`src/design/rst_seq_pkg.sv`:
```
// Shared constants and carrier types for the reset and start-up sequencer.
// Assumes a single 125 MHz clock domain and an AXI4-Lite register master.
package rst_seq_pkg;

    // ------------------------------------------------------------------
    // Timing
    // ------------------------------------------------------------------
    localparam int CLK_MHZ = 125;
    localparam int POWERUP_DELAY_MS = 72;
    localparam int POWERUP_DELAY_CYCLES = POWERUP_DELAY_MS * 1000 * CLK_MHZ;
    localparam int LOW_SUPPLY_NS = 1000;
    localparam int LOW_SUPPLY_CYCLES = (LOW_SUPPLY_NS * CLK_MHZ) / 1000;
    localparam int CRYSTAL_STARTUP_EDGES = 1024;
    localparam int INTERNAL_STARTUP_CYCLES = 8;

    // ------------------------------------------------------------------
    // Register map (byte addresses)
    // ------------------------------------------------------------------
    localparam logic [7:0] OFS_CAUSE = 8'h00;
    localparam logic [7:0] OFS_POWER_CONTROL = 8'h04;
    localparam logic [7:0] OFS_IRQ_STATUS = 8'h08;
    localparam logic [7:0] OFS_IRQ_MASK = 8'h0c;
    localparam logic [7:0] OFS_SEQ_STATE = 8'h10;

    // Cause register fields
    localparam int BIT_POWERDOWN = 0;
    localparam int BIT_WATCHDOG_EXPIRED = 1;
    localparam int BIT_POWERON_CAUSE = 2;
    // Power control register fields
    localparam int BIT_LOW_SUPPLY = 0;
    localparam int BIT_POWERON_N = 1;
    // Interrupt event bits
    localparam int IRQ_RESET_DONE = 0;
    localparam int IRQ_LOW_SUPPLY = 1;
    localparam int IRQ_WIDTH = 2;

    localparam logic [2:0] CAUSE_RESET = 3'h3;
    localparam logic [1:0] RESP_OKAY = 2'h0;
    localparam logic [1:0] RESP_SLVERR = 2'h2;

    // Decoded reset cause
    typedef enum logic [2:0] {
        CAUSE_NONE = 3'h0,
        CAUSE_POWERON = 3'h1,
        CAUSE_PIN_RUN = 3'h2,
        CAUSE_PIN_SLEEP = 3'h3,
        CAUSE_WD_RUN = 3'h4,
        CAUSE_WD_SLEEP = 3'h5,
        CAUSE_IRQ_WAKE = 3'h6
    } cause_type;

    // Sequencer states, Gray along the power-up path
    typedef enum logic [2:0] {
        ST_HOLD = 3'b000,
        ST_POWERUP = 3'b001,
        ST_STARTUP = 3'b011,
        ST_RUN = 3'b010
    } seq_state_type;

    // Status flags seen by the core
    typedef struct packed {
        logic poweron_n;
        logic watchdog_expired_flag;
        logic powerdown_flag;
    } cause_flags_type;

endpackage

```
`src/design/reset_startup_sequencer.sv`:
```
// Reset and start-up sequencer: classifies reset causes, keeps the status
// flags, runs the power-up delay and oscillator start-up count.
// Assumes events from the core are single-cycle pulses on mclk; supply and
// pin inputs are asynchronous and synchronised here.
//
// Contract
// Distinguish power-on, master clear running/asleep, watchdog running/asleep.
// Never-reset registers get no reset strobe at all.
// Defined-reset strobe for all causes except watchdog during sleep; the code also gives none on interrupt wake.
// Power-on gives cause bit 0, expired and powerdown flags 1.
// Watchdog clears expired flag; powerdown 1 running, 0 from sleep.
// Master clear running sets all 1; sleep clear or wake clears powerdown.
// Supply below trip over about one microsecond clears low-supply flag.
// Firmware polls the low-supply flag.
// Supply rise makes a power-on pulse; a fall makes none.
// Power-up delay of 72 ms only after power-on.
// Power-up delay counts a local free-running tick, not the core clock.
// Delay fuse 1 disables the power-up delay, 0 enables it.
// Crystal mode holds reset 1024 clock-pin cycles after the delay.
// Internal oscillator adds only eight cycles after power-on or wake.
// Power-up delay first, then start-up count in crystal mode.
// Internal oscillator with delay fused off adds no time-out.
// Clock-source fuse 0 selects crystal, 1 internal oscillator.
// Master clear low holds reset; release after all enabled stages.
`timescale 1ns/10ps

module reset_startup_sequencer #(
    parameter int POWERUP_CYCLES = rst_seq_pkg::POWERUP_DELAY_CYCLES,
    parameter int CRYSTAL_EDGES = rst_seq_pkg::CRYSTAL_STARTUP_EDGES
) (
    input wire logic mclk,
    input wire logic rst,
    // Pins and analog comparators (asynchronous)
    input wire logic external_master_reset_n,
    input wire logic supply_rise,
    input wire logic supply_low,
    input wire logic osc_pin,
    input wire logic local_osc_tick,
    // Fuses
    input wire logic powerup_delay_fuse,
    input wire logic clock_source_fuse,
    // Core events (same clock)
    input wire logic watchdog,
    input wire logic sleeping,
    input wire logic deep_sleep_state,
    input wire logic irq_wake,
    // Outputs
    output logic core_reset,
    output logic defined_reset,
    output logic resume,
    output rst_seq_pkg::cause_flags_type cause_flags,
    output logic low_supply_flag,
    output logic irq,
    // AXI4-Lite slave
    input wire logic [7:0] s_axi_awaddr,
    input wire logic s_axi_awvalid,
    output logic s_axi_awready,
    input wire logic [31:0] s_axi_wdata,
    input wire logic [3:0] s_axi_wstrb,
    input wire logic s_axi_wvalid,
    output logic s_axi_wready,
    output logic [1:0] s_axi_bresp,
    output logic s_axi_bvalid,
    input wire logic s_axi_bready,
    input wire logic [7:0] s_axi_araddr,
    input wire logic s_axi_arvalid,
    output logic s_axi_arready,
    output logic [31:0] s_axi_rdata,
    output logic [1:0] s_axi_rresp,
    output logic s_axi_rvalid,
    input wire logic s_axi_rready
);

    // ------------------------------------------------------------------
    // Input synchronisers: three stages, change counts when 2 and 3 agree
    // ------------------------------------------------------------------
    localparam int NSYNC = 5;
    wire [NSYNC-1:0] async_in = {local_osc_tick, osc_pin, supply_low, supply_rise,
                                 external_master_reset_n};
    logic [NSYNC-1:0] sync_a;
    logic [NSYNC-1:0] sync_b;
    logic [NSYNC-1:0] sync_c;
    logic [NSYNC-1:0] clean;
    logic [NSYNC-1:0] clean_d;

    genvar gi;
    generate
        for (gi = 0; gi < NSYNC; gi++) begin : g_sync
            always_ff @(posedge mclk or posedge rst) begin
                if (rst) begin
                    sync_a[gi] <= 1'b0;
                    sync_b[gi] <= 1'b0;
                    sync_c[gi] <= 1'b0;
                    clean[gi] <= 1'b0;
                    clean_d[gi] <= 1'b0;
                end else begin
                    sync_a[gi] <= async_in[gi];
                    sync_b[gi] <= sync_a[gi];
                    sync_c[gi] <= sync_b[gi];
                    clean_d[gi] <= clean[gi];
                    if (sync_b[gi] == sync_c[gi]) begin
                        clean[gi] <= sync_c[gi];
                    end
                end
            end
        end
    endgenerate

    wire pin_held = ~clean[0];
    wire rise_pulse = clean[1] & ~clean_d[1];
    wire low_level = clean[2];
    wire osc_edge = clean[3] & ~clean_d[3];
    wire tick_edge = clean[4] & ~clean_d[4];
    wire crystal_mode = ~clock_source_fuse;
    wire delay_enabled = ~powerup_delay_fuse;

    // ------------------------------------------------------------------
    // Cause decode
    // ------------------------------------------------------------------
    wire asleep = sleeping | deep_sleep_state;
    wire pin_fall = pin_held & clean_d[0];
    rst_seq_pkg::cause_type cause;
    assign cause = rise_pulse ? rst_seq_pkg::CAUSE_POWERON :
                   (pin_fall & asleep) ? rst_seq_pkg::CAUSE_PIN_SLEEP :
                   pin_fall ? rst_seq_pkg::CAUSE_PIN_RUN :
                   (watchdog & asleep) ? rst_seq_pkg::CAUSE_WD_SLEEP :
                   watchdog ? rst_seq_pkg::CAUSE_WD_RUN :
                   (irq_wake & asleep) ? rst_seq_pkg::CAUSE_IRQ_WAKE :
                   rst_seq_pkg::CAUSE_NONE;

    wire is_por = cause == rst_seq_pkg::CAUSE_POWERON;
    wire is_wake = (cause == rst_seq_pkg::CAUSE_WD_SLEEP) |
                   (cause == rst_seq_pkg::CAUSE_IRQ_WAKE);
    // Watchdog during sleep resumes; the never-reset class is simply not
    // wired to any strobe from this block
    wire defines_regs = (cause != rst_seq_pkg::CAUSE_NONE) & ~is_wake;

    // ------------------------------------------------------------------
    // Status flags
    // ------------------------------------------------------------------
    rst_seq_pkg::cause_flags_type next_flags;
    always_comb begin
        next_flags = cause_flags;
        unique case (cause)
            rst_seq_pkg::CAUSE_POWERON: next_flags = 3'h3;
            rst_seq_pkg::CAUSE_PIN_RUN: next_flags = 3'h7;
            rst_seq_pkg::CAUSE_PIN_SLEEP,
            rst_seq_pkg::CAUSE_IRQ_WAKE: next_flags = 3'h6;
            rst_seq_pkg::CAUSE_WD_RUN: next_flags = 3'h5;
            rst_seq_pkg::CAUSE_WD_SLEEP: next_flags = 3'h4;
            default: next_flags = cause_flags;
        endcase
    end

    // Firmware sets cause bit to 1 after reading a power-on (write to reg)
    logic sw_set_poweron;
    rst_seq_pkg::cause_flags_type flags_w;
    assign flags_w = sw_set_poweron ? {1'b1, next_flags[1:0]} : next_flags;

    always_ff @(posedge mclk or posedge rst) begin
        if (rst) begin
            cause_flags <= rst_seq_pkg::CAUSE_RESET;
        end else begin
            cause_flags <= (cause != rst_seq_pkg::CAUSE_NONE) ? next_flags : flags_w;
        end
    end

    // ------------------------------------------------------------------
    // Low-supply detector
    // ------------------------------------------------------------------
    localparam int LOW_CYC = rst_seq_pkg::LOW_SUPPLY_CYCLES;
    logic [$clog2(LOW_CYC+1)-1:0] low_count;
    wire low_trip = low_level && (low_count == ($clog2(LOW_CYC+1))'(LOW_CYC));
    logic sw_set_low;

    always_ff @(posedge mclk or posedge rst) begin
        if (rst) begin
            low_count <= '0;
            low_supply_flag <= 1'b1;
        end else begin
            if (!low_level) begin
                low_count <= '0;
            end else if (!low_trip) begin
                low_count <= low_count + 1'b1;
            end
            // Clear from the detector wins over software re-arm
            if (low_trip) begin
                low_supply_flag <= 1'b0;
            end else if (sw_set_low) begin
                low_supply_flag <= 1'b1;
            end
        end
    end

    // ------------------------------------------------------------------
    // Time-out sequence
    // ------------------------------------------------------------------
    localparam int PW = $clog2(POWERUP_CYCLES + 1);
    localparam int SW = $clog2(CRYSTAL_EDGES + 1);
    rst_seq_pkg::seq_state_type state;
    logic [PW-1:0] pu_count;
    logic [SW-1:0] st_count;
    logic startup_due;

    // Local oscillator advances the power-up count; it is modelled as a
    // tick pin so the delay is independent of the core clock choice
    wire pu_done = pu_count >= PW'(POWERUP_CYCLES);
    wire [SW-1:0] st_goal = crystal_mode ? SW'(CRYSTAL_EDGES) :
                            SW'(rst_seq_pkg::INTERNAL_STARTUP_CYCLES);
    wire st_done = st_count >= st_goal;
    wire st_step = crystal_mode ? osc_edge : 1'b1;

    always_ff @(posedge mclk or posedge rst) begin
        if (rst) begin
            state <= rst_seq_pkg::ST_HOLD;
            pu_count <= '0;
            st_count <= '0;
            startup_due <= 1'b0;
        end else if (pin_held || is_por) begin
            state <= rst_seq_pkg::ST_HOLD;
            pu_count <= '0;
            st_count <= '0;
            startup_due <= is_por | startup_due;
        end else begin
            unique case (state)
                rst_seq_pkg::ST_HOLD: begin
                    if (startup_due && delay_enabled) begin
                        state <= rst_seq_pkg::ST_POWERUP;
                    end else if (startup_due && crystal_mode) begin
                        state <= rst_seq_pkg::ST_STARTUP;
                    end else begin
                        // No power-on pending, or internal oscillator with delay fused off: no time-out
                        state <= rst_seq_pkg::ST_RUN;
                        startup_due <= 1'b0;
                    end
                end
                rst_seq_pkg::ST_POWERUP: begin
                    if (pu_done) begin
                        state <= rst_seq_pkg::ST_STARTUP;
                    end else if (tick_edge) begin
                        pu_count <= pu_count + 1'b1;
                    end
                end
                rst_seq_pkg::ST_STARTUP: begin
                    if (st_done) begin
                        state <= rst_seq_pkg::ST_RUN;
                        startup_due <= 1'b0;
                    end else if (st_step) begin
                        st_count <= st_count + 1'b1;
                    end
                end
                rst_seq_pkg::ST_RUN: begin
                    // Internal-oscillator wake gets the short start-up count
                    if (is_wake && !crystal_mode) begin
                        state <= rst_seq_pkg::ST_STARTUP;
                        st_count <= '0;
                    end
                end
                default: state <= rst_seq_pkg::ST_HOLD;
            endcase
        end
    end

    assign core_reset = state != rst_seq_pkg::ST_RUN;

    always_ff @(posedge mclk or posedge rst) begin
        if (rst) begin
            defined_reset <= 1'b0;
            resume <= 1'b0;
        end else begin
            defined_reset <= defines_regs;
            resume <= is_wake;
        end
    end

    // ------------------------------------------------------------------
    // Interrupts
    // ------------------------------------------------------------------
    logic [rst_seq_pkg::IRQ_WIDTH-1:0] irq_status;
    logic [rst_seq_pkg::IRQ_WIDTH-1:0] irq_mask;
    logic [rst_seq_pkg::IRQ_WIDTH-1:0] irq_clear;
    logic core_reset_d;
    wire [rst_seq_pkg::IRQ_WIDTH-1:0] irq_event = {low_trip & low_supply_flag,
                                                  core_reset_d & ~core_reset};
    assign irq = |(irq_status & irq_mask);

    always_ff @(posedge mclk or posedge rst) begin
        if (rst) begin
            irq_status <= '0;
            core_reset_d <= 1'b1;
        end else begin
            core_reset_d <= core_reset;
            // Set beats clear in the same cycle
            irq_status <= (irq_status & ~irq_clear) | irq_event;
        end
    end

    // ------------------------------------------------------------------
    // AXI4-Lite slave
    // ------------------------------------------------------------------
    logic aw_held;
    logic w_held;
    logic [7:0] aw_addr;
    logic [31:0] w_data;
    logic [3:0] w_strb;
    assign s_axi_awready = ~aw_held & ~s_axi_bvalid;
    assign s_axi_wready = ~w_held & ~s_axi_bvalid;
    wire do_write = aw_held & w_held & ~s_axi_bvalid;
    wire wr_lane0 = do_write & w_strb[0];
    wire wr_hit = (aw_addr == rst_seq_pkg::OFS_CAUSE) |
                  (aw_addr == rst_seq_pkg::OFS_POWER_CONTROL) |
                  (aw_addr == rst_seq_pkg::OFS_IRQ_STATUS) |
                  (aw_addr == rst_seq_pkg::OFS_IRQ_MASK) |
                  (aw_addr == rst_seq_pkg::OFS_SEQ_STATE);
    assign sw_set_poweron = wr_lane0 & (aw_addr == rst_seq_pkg::OFS_CAUSE) &
                            w_data[rst_seq_pkg::BIT_POWERON_CAUSE];
    assign sw_set_low = wr_lane0 & (aw_addr == rst_seq_pkg::OFS_POWER_CONTROL) &
                        w_data[rst_seq_pkg::BIT_LOW_SUPPLY];
    assign irq_clear = (wr_lane0 && aw_addr == rst_seq_pkg::OFS_IRQ_STATUS) ?
                       w_data[rst_seq_pkg::IRQ_WIDTH-1:0] : '0;
    wire mask_write = wr_lane0 & (aw_addr == rst_seq_pkg::OFS_IRQ_MASK);

    always_ff @(posedge mclk or posedge rst) begin
        if (rst) begin
            aw_held <= 1'b0;
            w_held <= 1'b0;
            aw_addr <= 8'h00;
            w_data <= 32'h0000_0000;
            w_strb <= 4'h0;
            s_axi_bvalid <= 1'b0;
            s_axi_bresp <= rst_seq_pkg::RESP_OKAY;
            irq_mask <= '0;
        end else begin
            if (s_axi_awvalid && s_axi_awready) begin
                aw_held <= 1'b1;
                aw_addr <= s_axi_awaddr;
            end
            if (s_axi_wvalid && s_axi_wready) begin
                w_held <= 1'b1;
                w_data <= s_axi_wdata;
                w_strb <= s_axi_wstrb;
            end
            if (mask_write) begin
                irq_mask <= w_data[rst_seq_pkg::IRQ_WIDTH-1:0];
            end
            if (do_write) begin
                aw_held <= 1'b0;
                w_held <= 1'b0;
                s_axi_bvalid <= 1'b1;
                s_axi_bresp <= wr_hit ? rst_seq_pkg::RESP_OKAY : rst_seq_pkg::RESP_SLVERR;
            end else if (s_axi_bready) begin
                s_axi_bvalid <= 1'b0;
            end
        end
    end

    logic [31:0] rd_value;
    logic rd_hit;
    always_comb begin
        rd_value = 32'h0000_0000;
        rd_hit = 1'b1;
        unique case (s_axi_araddr)
            rst_seq_pkg::OFS_CAUSE: rd_value[2:0] = cause_flags;
            rst_seq_pkg::OFS_POWER_CONTROL: begin
                rd_value[rst_seq_pkg::BIT_LOW_SUPPLY] = low_supply_flag;
                rd_value[rst_seq_pkg::BIT_POWERON_N] = cause_flags.poweron_n;
            end
            rst_seq_pkg::OFS_IRQ_STATUS: rd_value[rst_seq_pkg::IRQ_WIDTH-1:0] = irq_status;
            rst_seq_pkg::OFS_IRQ_MASK: rd_value[rst_seq_pkg::IRQ_WIDTH-1:0] = irq_mask;
            rst_seq_pkg::OFS_SEQ_STATE: rd_value[2:0] = state;
            default: rd_hit = 1'b0;
        endcase
    end

    assign s_axi_arready = ~s_axi_rvalid;
    always_ff @(posedge mclk or posedge rst) begin
        if (rst) begin
            s_axi_rvalid <= 1'b0;
            s_axi_rdata <= 32'h0000_0000;
            s_axi_rresp <= rst_seq_pkg::RESP_OKAY;
        end else if (s_axi_arvalid && s_axi_arready) begin
            s_axi_rvalid <= 1'b1;
            s_axi_rdata <= rd_value;
            s_axi_rresp <= rd_hit ? rst_seq_pkg::RESP_OKAY : rst_seq_pkg::RESP_SLVERR;
        end else if (s_axi_rready) begin
            s_axi_rvalid <= 1'b0;
        end
    end

endmodule

```
`config.mk`:
```
export PLATFORM = sky130hd
export DESIGN_NAME = reset_startup_sequencer
export DESIGN_NICKNAME = d
export VERILOG_FILES = /design/src/design/rst_seq_pkg.sv /design/src/design/reset_startup_sequencer.sv
export SDC_FILE = /design/constraint.sdc
export NUM_CORES = 1
export LEC_CHECK = 0
export ABC_CLOCK_PERIOD_IN_PS = 3650
export BUFFER_PORTS_ARGS = -buffer_cell sky130_fd_sc_hd__buf_2
export CAP_MARGIN = 10
export CORE_MARGIN = 2
export CORE_UTILIZATION = 25
export DETAILED_ROUTE_END_ITERATION = 7
export GPL_TIMING_DRIVEN = 0
export PLACE_DENSITY = 0.44
export SETUP_SLACK_MARGIN = 0.3
export SLEW_MARGIN = 40
export SYNTH_ARGS = -nofsm -noshare
export SYNTH_HDL_FRONTEND = slang
export SYNTH_SLANG_ARGS = --single-unit
export TNS_END_PERCENT = 50
```
`constraint.sdc`:
```
create_clock -name mclk -period 3.65 [get_ports mclk]
set_clock_uncertainty 0.2 [all_clocks]
set_input_delay 0.73 -clock mclk [delete_from_list [all_inputs] [get_ports mclk]]
set_output_delay 0.73 -clock mclk [all_outputs]
set_load 0.01 [all_outputs]
```
==> results_dict.tcl, run 1 <==
set metrics [dict create \
    status "finished clean" \
    setup_violations 0 \
    timing.final.max_slew_violations 0 \
    p_leak_nw 2.83 \
    critPathMaxStageDelay_ns 0.44 \
    drive_above_1_share_pct 24.8 \
    die_w_um 146 \
    portBuffers 55 \
    htree_levels 3 \
    final_util_pct 31.6 \
    cts_resized 0 \
    die_h_um 146 \
    cts_hold_buf 0 \
    path_clk_slew_ns 0.08 \
    synth_top_family_by_area "simple AND/OR/NAND/NOR gates" \
    rrSetupSlack_ns 1.00 \
    nets 665 \
    reg2reg_from "st_count[3]" \
    coreArea_um2 19600 \
    wirelength_mm 11.5 \
    synthSimpleGateAreaFrac_pct 19.0 \
    synth_top_area_share_pct 48.2 \
    synth_compound_area_share_pct 13.2 \
    fmax_mhz 361 \
    cp_top_family "buffers and inverters" \
    drtPass1Iterations 4 \
    insertion_delay_ns 0.36 \
    tightest_slew_ns 0.602 \
    crit_chain "inv_1, ha_1, clkbuf_1, inv_1, buf_2" \
    ctsRootBufferMaster "clkbuf_16" \
    cts.sinks 101 \
    arrival_ns 1.84 \
    synth_cell_types 61 \
    synth_area_leader_cell "dfrtp_1" \
    avgViaCountPerCell 4.47 \
    initial_core_util_pct 25.7 \
    cts_setup_buffers 0 \
    path_class "flip-flop to primary output" \
    synth_fa_ha_area_share_pct 3.98 \
    dr.first_iter.drc_count 139 \
    reg2reg_depth 7 \
    power.density_nw_per_um2 479 \
    ys_seq_elements 101 \
    cpMostUsedCell "inv_1" \
    syn-instance-count 482 \
    cts_tree "yes" \
    critPathLaunch "state[0]" \
    rows 51 \
    drt_drc_violations_left 0 \
    gp_congestion 0.814 \
    worst-path-max-fanout 9 \
    synth_mux_area_share_pct 4.62 \
    ys_seq_area_share_pct 50.3 \
    fill_cells 2035 \
    worstSetupEndpointType "primary output" \
    synth_edf_count 0 \
    critPathLaunchType "flip-flop" \
    dpl.hpwl_mm 8.54 \
    mostFrequentLayoutCells "dfrtp_1, buf_2, nand2_1" \
    synth.area.top_cells "dfrtp_1, buf_4, nand2_1" \
    antenna_found_initial 1 \
    layout_commonest_cell "dfrtp_1" \
    wl_per_cell_um 13.4 \
    synth.avg_cell_area_um2 10.4 \
    grt_pass1_wl_mm 19.2 \
    hold_path_class "flip-flop to flip-flop" \
    grt_max_degree 25 \
    ios 119 \
    rsz0062_at_grt "false" \
    slew_headroom_pct 59.7 \
    gr-total-overflow 0 \
    synthArstFlopShare_pct 100 \
    crit_cells 5 \
    ys.flop_type "dfrtp_1" \
    period_share_pct 75.9 \
    drv_cap 0 \
    slowest_stage "dfrtp_1" \
    min_period_ns 2.77 \
    crit_path_end "core_reset" \
    required_ns 2.72 \
    ir_drop_mv 0.258 \
    cp_num_buf_inv 4 \
    hold_depth 0 \
    track_usage_pct 11.2 \
    hold_viol 0 \
    netlist_area_um2 5030 \
    cts_buffers 9 \
    ant_nets 0 \
    grt_pass1_vias 3790 \
    cts_buffer_depth 2 \
    syn2layout_area_growth_pct 23.1 \
    vias 3820 \
    die_area_um2 21300 \
    r2r-end "st_count[0]" \
    yosysWarningCount 0 \
    synthXorXnorAreaFrac_pct 1.39 \
    tns_ns 0 \
]
state kept, by name, indices dropped and copies added (netlist names), 2 cells and up:
| name | cells |
|---|---|
| cause_flags | 3 |
| s_axi_rdata | 3 |
| low_count | 7 |
| state | 2 |
| aw_addr | 8 |
| irq_mask | 2 |
| st_count | 11 |
| clean_d | 4 |
| pu_count | 24 |
| sync_c | 5 |
| sync_a | 5 |
| sync_b | 5 |
| w_data | 3 |
| clean | 4 |
| irq_status | 2 |
power breakdown:
group	total, W	switching [W]	leakage, nW	internal [W]
sequential	0.00139	0.000112	1.28	0.00128
clock	0.000949	0.000466	0.140	0.000482
combinational	0.000631	0.000344	1.41	0.000287
total	0.00297	0.000922	2.83	0.00204
cells by family after synthesis:
family / Yosys count
muxes: 19
xor gates and xnor gates: 8
adders and majority gates: 17
AOI/OAI and AO/OA: 97
and+or+nand+nor: 177
other: 1
buffers and inverters: 62
DFF: 101
how the worst min path moves through the flow:
| stage | end | slack [ns] | startpoint |
|---|---|---|---|
| after floorplan | sync_b[0] | 0.13 | sync_a[0] |
| after global placement | sync_b[1] | 0.13 | sync_a[1] |
| after detailed placement | sync_b[3] | 0.14 | sync_a[3] |
| after CTS | sync_b[3] | 0.15 | sync_a[3] |
| after global routing | sync_b[3] | 0.16 | sync_a[3] |
| final | sync_b[3] | 0.15 | sync_a[3] |
worst register-to-register path: cells and delay by family, from the launching register on:
kind	cells	cell delay, ns
compound gates	3	1.33
flops	1	0.42
mux	1	0.26
fa+ha+maj	1	0.17
simple gates	1	0.14
buf+inv	1	0.06
per-layer routing:
| metal | vias to the layer above | track usage, % | wire, µm |
|---|---|---|---|
| met2 | 91 | 18.4 | 5470 |
| met1 | 1837 | 13.4 | 5000 |
| li1 | 1881 | - | - |
| met5 | - | 0 | 0 |
| met4 | 0 | 3.38 | 145 |
| met3 | 11 | 4.42 | 843 |
through the flow:
stage	instance area (µm²)	power [W]	std cells	hold slack [ns]	setup WS (ns)
floorplan	5150	0.00182	512	0.131	1.16
global placement	5760	0.00201	832	0.132	0.625
detailed placement	5890	0.00205	837	0.136	0.606
CTS	6190	0.00304	853	0.154	0.813
global route	6190	0.00316	853	0.164	0.729
finish	6190	0.00297	854	0.152	0.879
cell type report:
class	instances	area (µm²)	share of cell area (%)
flip-flops and latches	101	2530	40.9
clock buffers	10	229	3.70
diodes	1	2.50	0.0404
repair buffers	60	413	6.67
multi-input cells	349	2250	36.3
plain buffers	43	298	4.81
inverters	19	75.1	1.21
clock inverters	6	63.8	1.03
well taps	265	332	5.35
cell usage after synthesis, types with 4 or more instances:
| master | number |
|---|---|
| dfstp_2 | 4 |
| o31ai_1 | 4 |
| inv_1 | 19 |
| or3_1 | 11 |
| and4_1 | 5 |
| xnor2_1 | 8 |
| nor2_1 | 21 |
| dfrtp_1 | 97 |
| nor2b_1 | 9 |
| ha_1 | 12 |
| clkbuf_1 | 8 |
| o21ai_0 | 23 |
| nand2_1 | 46 |
| or4_1 | 10 |
| maj3_1 | 5 |
| nand4_1 | 6 |
| buf_4 | 32 |
| nand3_1 | 16 |
| nor4_1 | 4 |
| a31oi_1 | 7 |
| and2_1 | 8 |
| a22o_1 | 4 |
| a21oi_1 | 19 |
| nor3_1 | 11 |
| o21a_1 | 5 |
| mux2_2 | 14 |
| o211ai_1 | 8 |
| and3_1 | 9 |
| nand2b_1 | 5 |
(Power assumes the default switching activity.)
==> run 2, diff against run 1 <==
--- a/config.mk
+++ b/config.mk
@@ -5,14 +5,15 @@
 export SDC_FILE = /design/constraint.sdc
 export NUM_CORES = 1
 export LEC_CHECK = 0
-export ABC_CLOCK_PERIOD_IN_PS = 3650
+export ABC_AREA = 1
+export ABC_CLOCK_PERIOD_IN_PS = 2400
 export BUFFER_PORTS_ARGS = -buffer_cell sky130_fd_sc_hd__buf_2
 export CAP_MARGIN = 10
 export CORE_MARGIN = 2
 export CORE_UTILIZATION = 25
 export DETAILED_ROUTE_END_ITERATION = 7
 export GPL_TIMING_DRIVEN = 0
-export PLACE_DENSITY = 0.44
+export PLACE_DENSITY = 0.43
 export SETUP_SLACK_MARGIN = 0.3
 export SLEW_MARGIN = 40
 export SYNTH_ARGS = -nofsm -noshare
==> constraint.sdc (replaced) <==
create_clock -name mclk -period 2.4 [get_ports mclk]
set_clock_uncertainty 0.2 [all_clocks]
set_input_delay 0.48 -clock mclk [delete_from_list [all_inputs] [get_ports mclk]]
set_output_delay 0.48 -clock mclk [all_outputs]
set_load 0.01 [all_outputs]
==> run 2 against run 1 <==
Area after synthesis grew 14%. Setup slack worse by 0.51 ns. Sequential share of layout area decreased by 4.9 points. Register-to-register slack worse by 0.59 ns. Cell count grew 36%. Worst hold slack worse by 0.13 ns. Synthesized cell count increased by 58%.
==> results_dict.tcl, run 2 <==
set metrics [dict create \
    track_usage_pct 12.5 \
    antenna_found_initial 0 \
    worst-path-max-fanout 6 \
    syn2layout_area_growth_pct 22.6 \
    grt_pass1_vias 4771 \
    ys_seq_elements 101 \
    gr-total-overflow 0 \
    min_period_ns 2.03 \
    ir_drop_mv 0.435 \
    fmax_mhz 492 \
    htree_levels 3 \
    hold_viol 0 \
    path_class "flip-flop to primary output" \
    drive_above_1_share_pct 17.8 \
    arrival_ns 1.35 \
    ios 119 \
    grt_max_degree 23 \
    tightest_slew_ns 0.522 \
    slew_headroom_pct 65.0 \
    crit_chain "ha_1, inv_2, buf_2" \
    largest_register_ffs 24 \
    synth.avg_cell_area_um2 7.55 \
    synth_area_leader_cell "dfrtp_1" \
    critPathMaxStageDelay_ns 0.45 \
    yosysWarningCount 0 \
    rows 55 \
    synth.area.top_cells "dfrtp_1, nand2_1, nor2_1" \
    p_leak_nw 3.37 \
    ys_seq_area_share_pct 44.1 \
    total_power_w 0.00488 \
    period_share_pct 84.6 \
    syn-instance-count 761 \
    timing.final.max_slew_violations 0 \
    initial_core_util_pct 25.4 \
    dpl.hpwl_mm 11.0 \
    netlist_area_um2 5740 \
    wirelength_mm 14.6 \
    path_clk_slew_ns 0.08 \
    required_ns 1.72 \
    die_w_um 156 \
    wl_per_cell_um 12.6 \
    synth_commonest_cells "nand2_1, nor2_1, dfrtp_1" \
    cts.sinks 101 \
    synth.most_common_cell "nand2_1" \
    power.density_nw_per_um2 693 \
    grt_pass1_wl_mm 24.4 \
    cts_buffer_depth 2 \
    synth_edf_count 0 \
    largest-register "pu_count" \
    hold_path_class "primary input to flip-flop" \
    worstSetupEndpointType "primary output" \
    gp_congestion 0.811 \
    ys.flop_type "dfrtp_1" \
    final_util_pct 31.2 \
    insertion_delay_ns 0.37 \
    synth_top_area_share_pct 42.3 \
    status "finished clean" \
    coreArea_um2 22600 \
    die_h_um 156 \
    vias 5009 \
    cp_top_family "flip-flops" \
    drt_drc_violations_left 0 \
    setup_violations 0 \
    die_area_um2 24200 \
    dr.first_iter.drc_count 267 \
    reg.largest.list "pu_count: 24 flops, st_count: 11 flops, aw_addr: 8 flops" \
    slowest_stage "dfrtp_1" \
    layout_commonest_cell "nand2_1" \
    ant_nets 0 \
    synthArstFlopShare_pct 100 \
    synth_cell_types 39 \
    cp_num_buf_inv 2 \
    diodes 0 \
    avgViaCountPerCell 4.33 \
    drtPass1Iterations 5 \
    critPathLaunchType "flip-flop" \
    tns_ns 0 \
    ctsRootBufferMaster "clkbuf_16" \
    cts_buffers 9 \
    portBuffers 55 \
    cts_tree "yes" \
    drv_cap 0 \
    nets 950 \
    rsz0062_at_grt "true" \
    mostFrequentLayoutCells "nand2_1, nor2_1, dfrtp_1" \
]
run 2: cell count changes after synthesis, sizes merged, moves of 8 or more:
cell,delta
and2,-8
and3,-12
buf,+9
inv,+57
mux2,-10
nand2,+167
nand3,+21
nand4,+43
nor2,+97
nor2b,-9
o211ai,-8
or3,-11
or4,-10
xor2,+11
run 2: routing by layer:
metal / global-route usage, % / vias up / share of wire [%]
met5: 0 / - / 0
met4: 3.80 / 0 / 1.4
met3: 2.36 / 12 / 3.9
met2: 19.4 / 92 / 44
met1: 17.7 / 2285 / 50
li1: - / 2620 / -
run 2: final cells by class:
type	count	area, µm²
plain buffers	47	338
clock buffers	9	225
clock inverters	7	96.3
fillers	2449	15500
inverters	77	293
multi-input cells	566	2740
flip-flops and latches	101	2540
well taps	285	357
repair buffers	66	453
run 2: kinds of logic (layout without fill, tap and decap cells):
logic type | Yosys count | in the layout | share of synthesized area, %
adder cells (fa/ha/maj) | 17 | 17 | 3.49
XOR/XNOR | 14 | 14 | 2.13
buffers and inverters | 124 | 206 | 10.7
flip-flops | 101 | 101 | 44.1
multiplexers | 4 | 4 | 0.784
AO/OA/AOI/OAI | 61 | 61 | 5.90
AND/OR/NAND/NOR | 439 | 439 | 32.8
other | 1 | 31 | 0.0653
run 2: metrics by stage:
step / setup slack, ns / cells / hold WS, ns / area (µm²)
2_1_floorplan: 0.520 / 791 / 0.131 / 5860
6_report: 0.369 / 1158 / 0.0205 / 7040
3_3_place_gp: -0.336 / 1131 / 0.134 / 6490
5_1_grt: 0.243 / 1158 / 0.00679 / 7040
3_5_place_dp: 0.183 / 1136 / 0.136 / 6620
4_1_cts: 0.262 / 1154 / 0.00793 / 6970
run 2: worst paths after layout:
check / startpoint / to / slack, ns / depth (start not counted)
max: state[1] / core_reset / 0.37 / 3
min: external_master_reset_n / sync_a[0] / 0.02 / 1
max reg2reg: clean[1] / state[1] / 0.41 / 6
min reg2reg: sync_a[4] / sync_b[4] / 0.15 / 0
max in group asynchronous: rst / cause_flags[0] / 0.68 / 6
min in group asynchronous: rst / low_count[5] / 0.47 / 3
run 2: repair_timing:
action / in CTS / in global routing
resized for setup: 4 / 16
setup buffers: 0 / 3
gates cloned: 0 / 1
hold endpoints to repair: 16 / 0
hold buffers: 2 / 0
endpoints found under the setup margin: 16 / 38
run 2: power breakdown:
part	internal, W	switching (W)	total (W)	leakage, nW
logic	0.000445	0.000752	0.00120	1.95
registers	0.00195	0.000160	0.00211	1.26
clock network	0.000765	0.000807	0.00157	0.156
==> run 3, diff against run 2 <==
--- a/config.mk
+++ b/config.mk
@@ -5,15 +5,15 @@
 export SDC_FILE = /design/constraint.sdc
 export NUM_CORES = 1
 export LEC_CHECK = 0
-export ABC_AREA = 1
-export ABC_CLOCK_PERIOD_IN_PS = 2400
+export ABC_AREA = 0
+export ABC_CLOCK_PERIOD_IN_PS = 2100
 export BUFFER_PORTS_ARGS = -buffer_cell sky130_fd_sc_hd__buf_2
 export CAP_MARGIN = 10
 export CORE_MARGIN = 2
 export CORE_UTILIZATION = 25
 export DETAILED_ROUTE_END_ITERATION = 7
 export GPL_TIMING_DRIVEN = 0
-export PLACE_DENSITY = 0.43
+export PLACE_DENSITY = 0.42
 export SETUP_SLACK_MARGIN = 0.3
 export SLEW_MARGIN = 40
 export SYNTH_ARGS = -nofsm -noshare
==> constraint.sdc (replaced) <==
create_clock -name mclk -period 2.1 [get_ports mclk]
set_clock_uncertainty 0.2 [all_clocks]
set_input_delay 0.42 -clock mclk [delete_from_list [all_inputs] [get_ports mclk]]
set_output_delay 0.42 -clock mclk [all_outputs]
set_load 0.01 [all_outputs]
==> run 3 against run 2 <==
The run now ends with setup timing left. Global-route usage is 0.60 points lower. Critical path depth rose by 3. Worst hold slack worse by 0.014 ns. Routed wire length is 16% lower. Non-clock buffer count rose by 28. Core utilization increased by 4.4 points. Count of clock-buffer cells in the layout stayed put. Clock power grew 4%. First-iteration DRC count fell by 29%. Sequential power is 15% higher. Flip-flop and latch count did not move. Die area down 12%. Critical path type is now flip-flop to flip-flop. Largest power group unchanged. Highest routed layer unchanged.
==> results_dict.tcl, run 3 (synthesis results as in run 1) <==
set metrics [dict create \
    final_design_area_no_fill_um2 6970 \
    die_area_um2 21300 \
    track_usage_pct 11.9 \
    crit_chain "or3_4, o21a_1, a211o_4, buf_4, or3_4, a21oi_2" \
    mostFrequentLayoutCells "dfrtp_1, buf_2, buf_4" \
    coreArea_um2 19600 \
    setup_violations 13 \
    avgViaCountPerCell 4.50 \
    path_class "flip-flop to flip-flop" \
    drt_drc_violations_left 0 \
    drv_cap 0 \
    reg2reg_from "pu_count[21]" \
    ios 119 \
    p_seq_share_pct 44.4 \
    path_clk_slew_ns 0.07 \
    wirelength_mm 12.3 \
    syn2layout_area_growth_pct 38.5 \
    hold_viol 0 \
    arrival_ns 2.27 \
    critPathMaxStageDelay_ns 0.41 \
    portBuffers 55 \
    ctsRootBufferMaster "clkbuf_16" \
    die_w_um 146 \
    rows 51 \
    cts_buffer_depth 2 \
    status "complete, but fails checks" \
    cts_buffers 9 \
    slew_headroom_pct 62.5 \
    p_leak_nw 3.16 \
    ir_drop_mv 0.500 \
    nets 703 \
    wl_per_cell_um 13.8 \
    gr-total-overflow 0 \
    layout_commonest_cell "dfrtp_1" \
    drtPass1Iterations 4 \
    tightest_slew_ns 0.563 \
    rsz0062_at_grt "true" \
    cpMostUsedCell "or3_4" \
    worst-path-max-fanout 8 \
    min_period_ns 2.19 \
    grt_max_degree 22 \
    largest_register_ffs 24 \
    hold_path_class "primary input to async pin" \
    insertion_delay_ns 0.35 \
    vias 4015 \
    drive_above_1_share_pct 39.3 \
    reg.largest.list "pu_count: 24 flops, st_count: 11 flops, aw_addr: 8 flops" \
    fmax_mhz 456 \
    antenna_found_initial 0 \
    slowest_stage "dfrtp_1" \
    cts.sinks 101 \
    htree_levels 3 \
    period_share_pct 104 \
    worstSetupEndpointType "flip-flop" \
    switchingPower_w 0.00174 \
    power.density_nw_per_um2 787 \
    power_frac_comb_pct 25.7 \
    cp_top_family "simple AND/OR/NAND/NOR gates" \
    stdcell_count 892 \
    failed_checks "setup timing" \
    die_h_um 146 \
    critPathLaunchType "flip-flop" \
    initial_core_util_pct 25.7 \
    grt_pass1_vias 3989 \
    power_frac_clock_pct 29.9 \
    cts_tree "yes" \
    dr.first_iter.drc_count 189 \
    switching_share_pct 31.7 \
    setup_ws_ns -0.0910 \
    power.internal_w 0.00374 \
    dpl.hpwl_mm 8.53 \
    gp_congestion 0.772 \
    final_util_pct 35.6 \
    cp_num_buf_inv 1 \
    ant_nets 0 \
    timing.final.max_slew_violations 0 \
    largest-register "pu_count" \
    grt_pass1_wl_mm 20.7 \
    dpl_cell_area_um2 5880 \
    rrSetupSlack_ns -0.09 \
    critPathLaunch "pu_count[21]" \
    pre_cts_ws_ns -0.488 \
    required_ns 2.18 \
    dp_cells 836 \
]
run 3: metal layers:
layer	part of all wire, %	vias to the layer above	GRT usage, %	routed length (µm)
met1	46	1950	15.6	5660
li1	-	1969	-	-
met4	1.1	0	3.48	130
met3	5.1	10	3.51	628
met5	0	-	0	0
met2	48	86	19.1	5850
run 3: path summary, 6_finish.rpt:
check	cells past startpoint	endpoint
setup / recovery	6	pu_count[16]
hold / removal	3	sync_b[4]
setup reg to reg	6	pu_count[16]
hold reg to reg	0	sync_b[3]
max in group asynchronous	7	cause_flags[1]
min in group mclk	2	s_axi_bvalid
run 3: final cells by class:
cell class                      count  area [µm²]
Fill cell                        1992       12600
Multi-Input combinational cell    349        2640
Sequential cell                   101        2540
Timing Repair Buffer               98         736
Buffer                             43         345
Tap cell                          265         332
Clock buffer                        9         225
Inverter                           19        82.6
Clock inverter                      7        62.6
Antenna cell                        1        2.50
run 3: worst min-delay path: cells and delay by family:
| kind | cells | cell delay (ns) |
|---|---|---|
| buffers and inverters | 3 | 0.58 |
run 3: power groups by stage:
stage                     combinational, W  sequential, W  clock (W)
after global placement             0.00107        0.00245          0
after floorplan                   0.000762        0.00241          0
after global routing               0.00157        0.00248    0.00180
final                              0.00141        0.00243    0.00164
after CTS                          0.00137        0.00243    0.00172
after detailed placement           0.00111        0.00246          0
run 3: metrics by stage:
stage | power, W | TNS, ns | hold slack (ns)
floorplan | 0.00318 | 0 | 0.131
global placement | 0.00352 | -57.19 | 0.134
detailed placement | 0.00357 | -8.19 | 0.135
CTS | 0.00552 | -0.579 | 0.0244
global route | 0.00586 | -2.18 | 0.0441
finish | 0.00548 | -0.548 | 0.00687
run 3: what timing repair did:
action	in CTS	in global routing
gates cloned	1	0
hold buffers	7	0
setup endpoints to repair	52	51
hold endpoints to repair	26	0
gates resized for setup	83	36
setup buffers	26	5
pin swaps	34	27
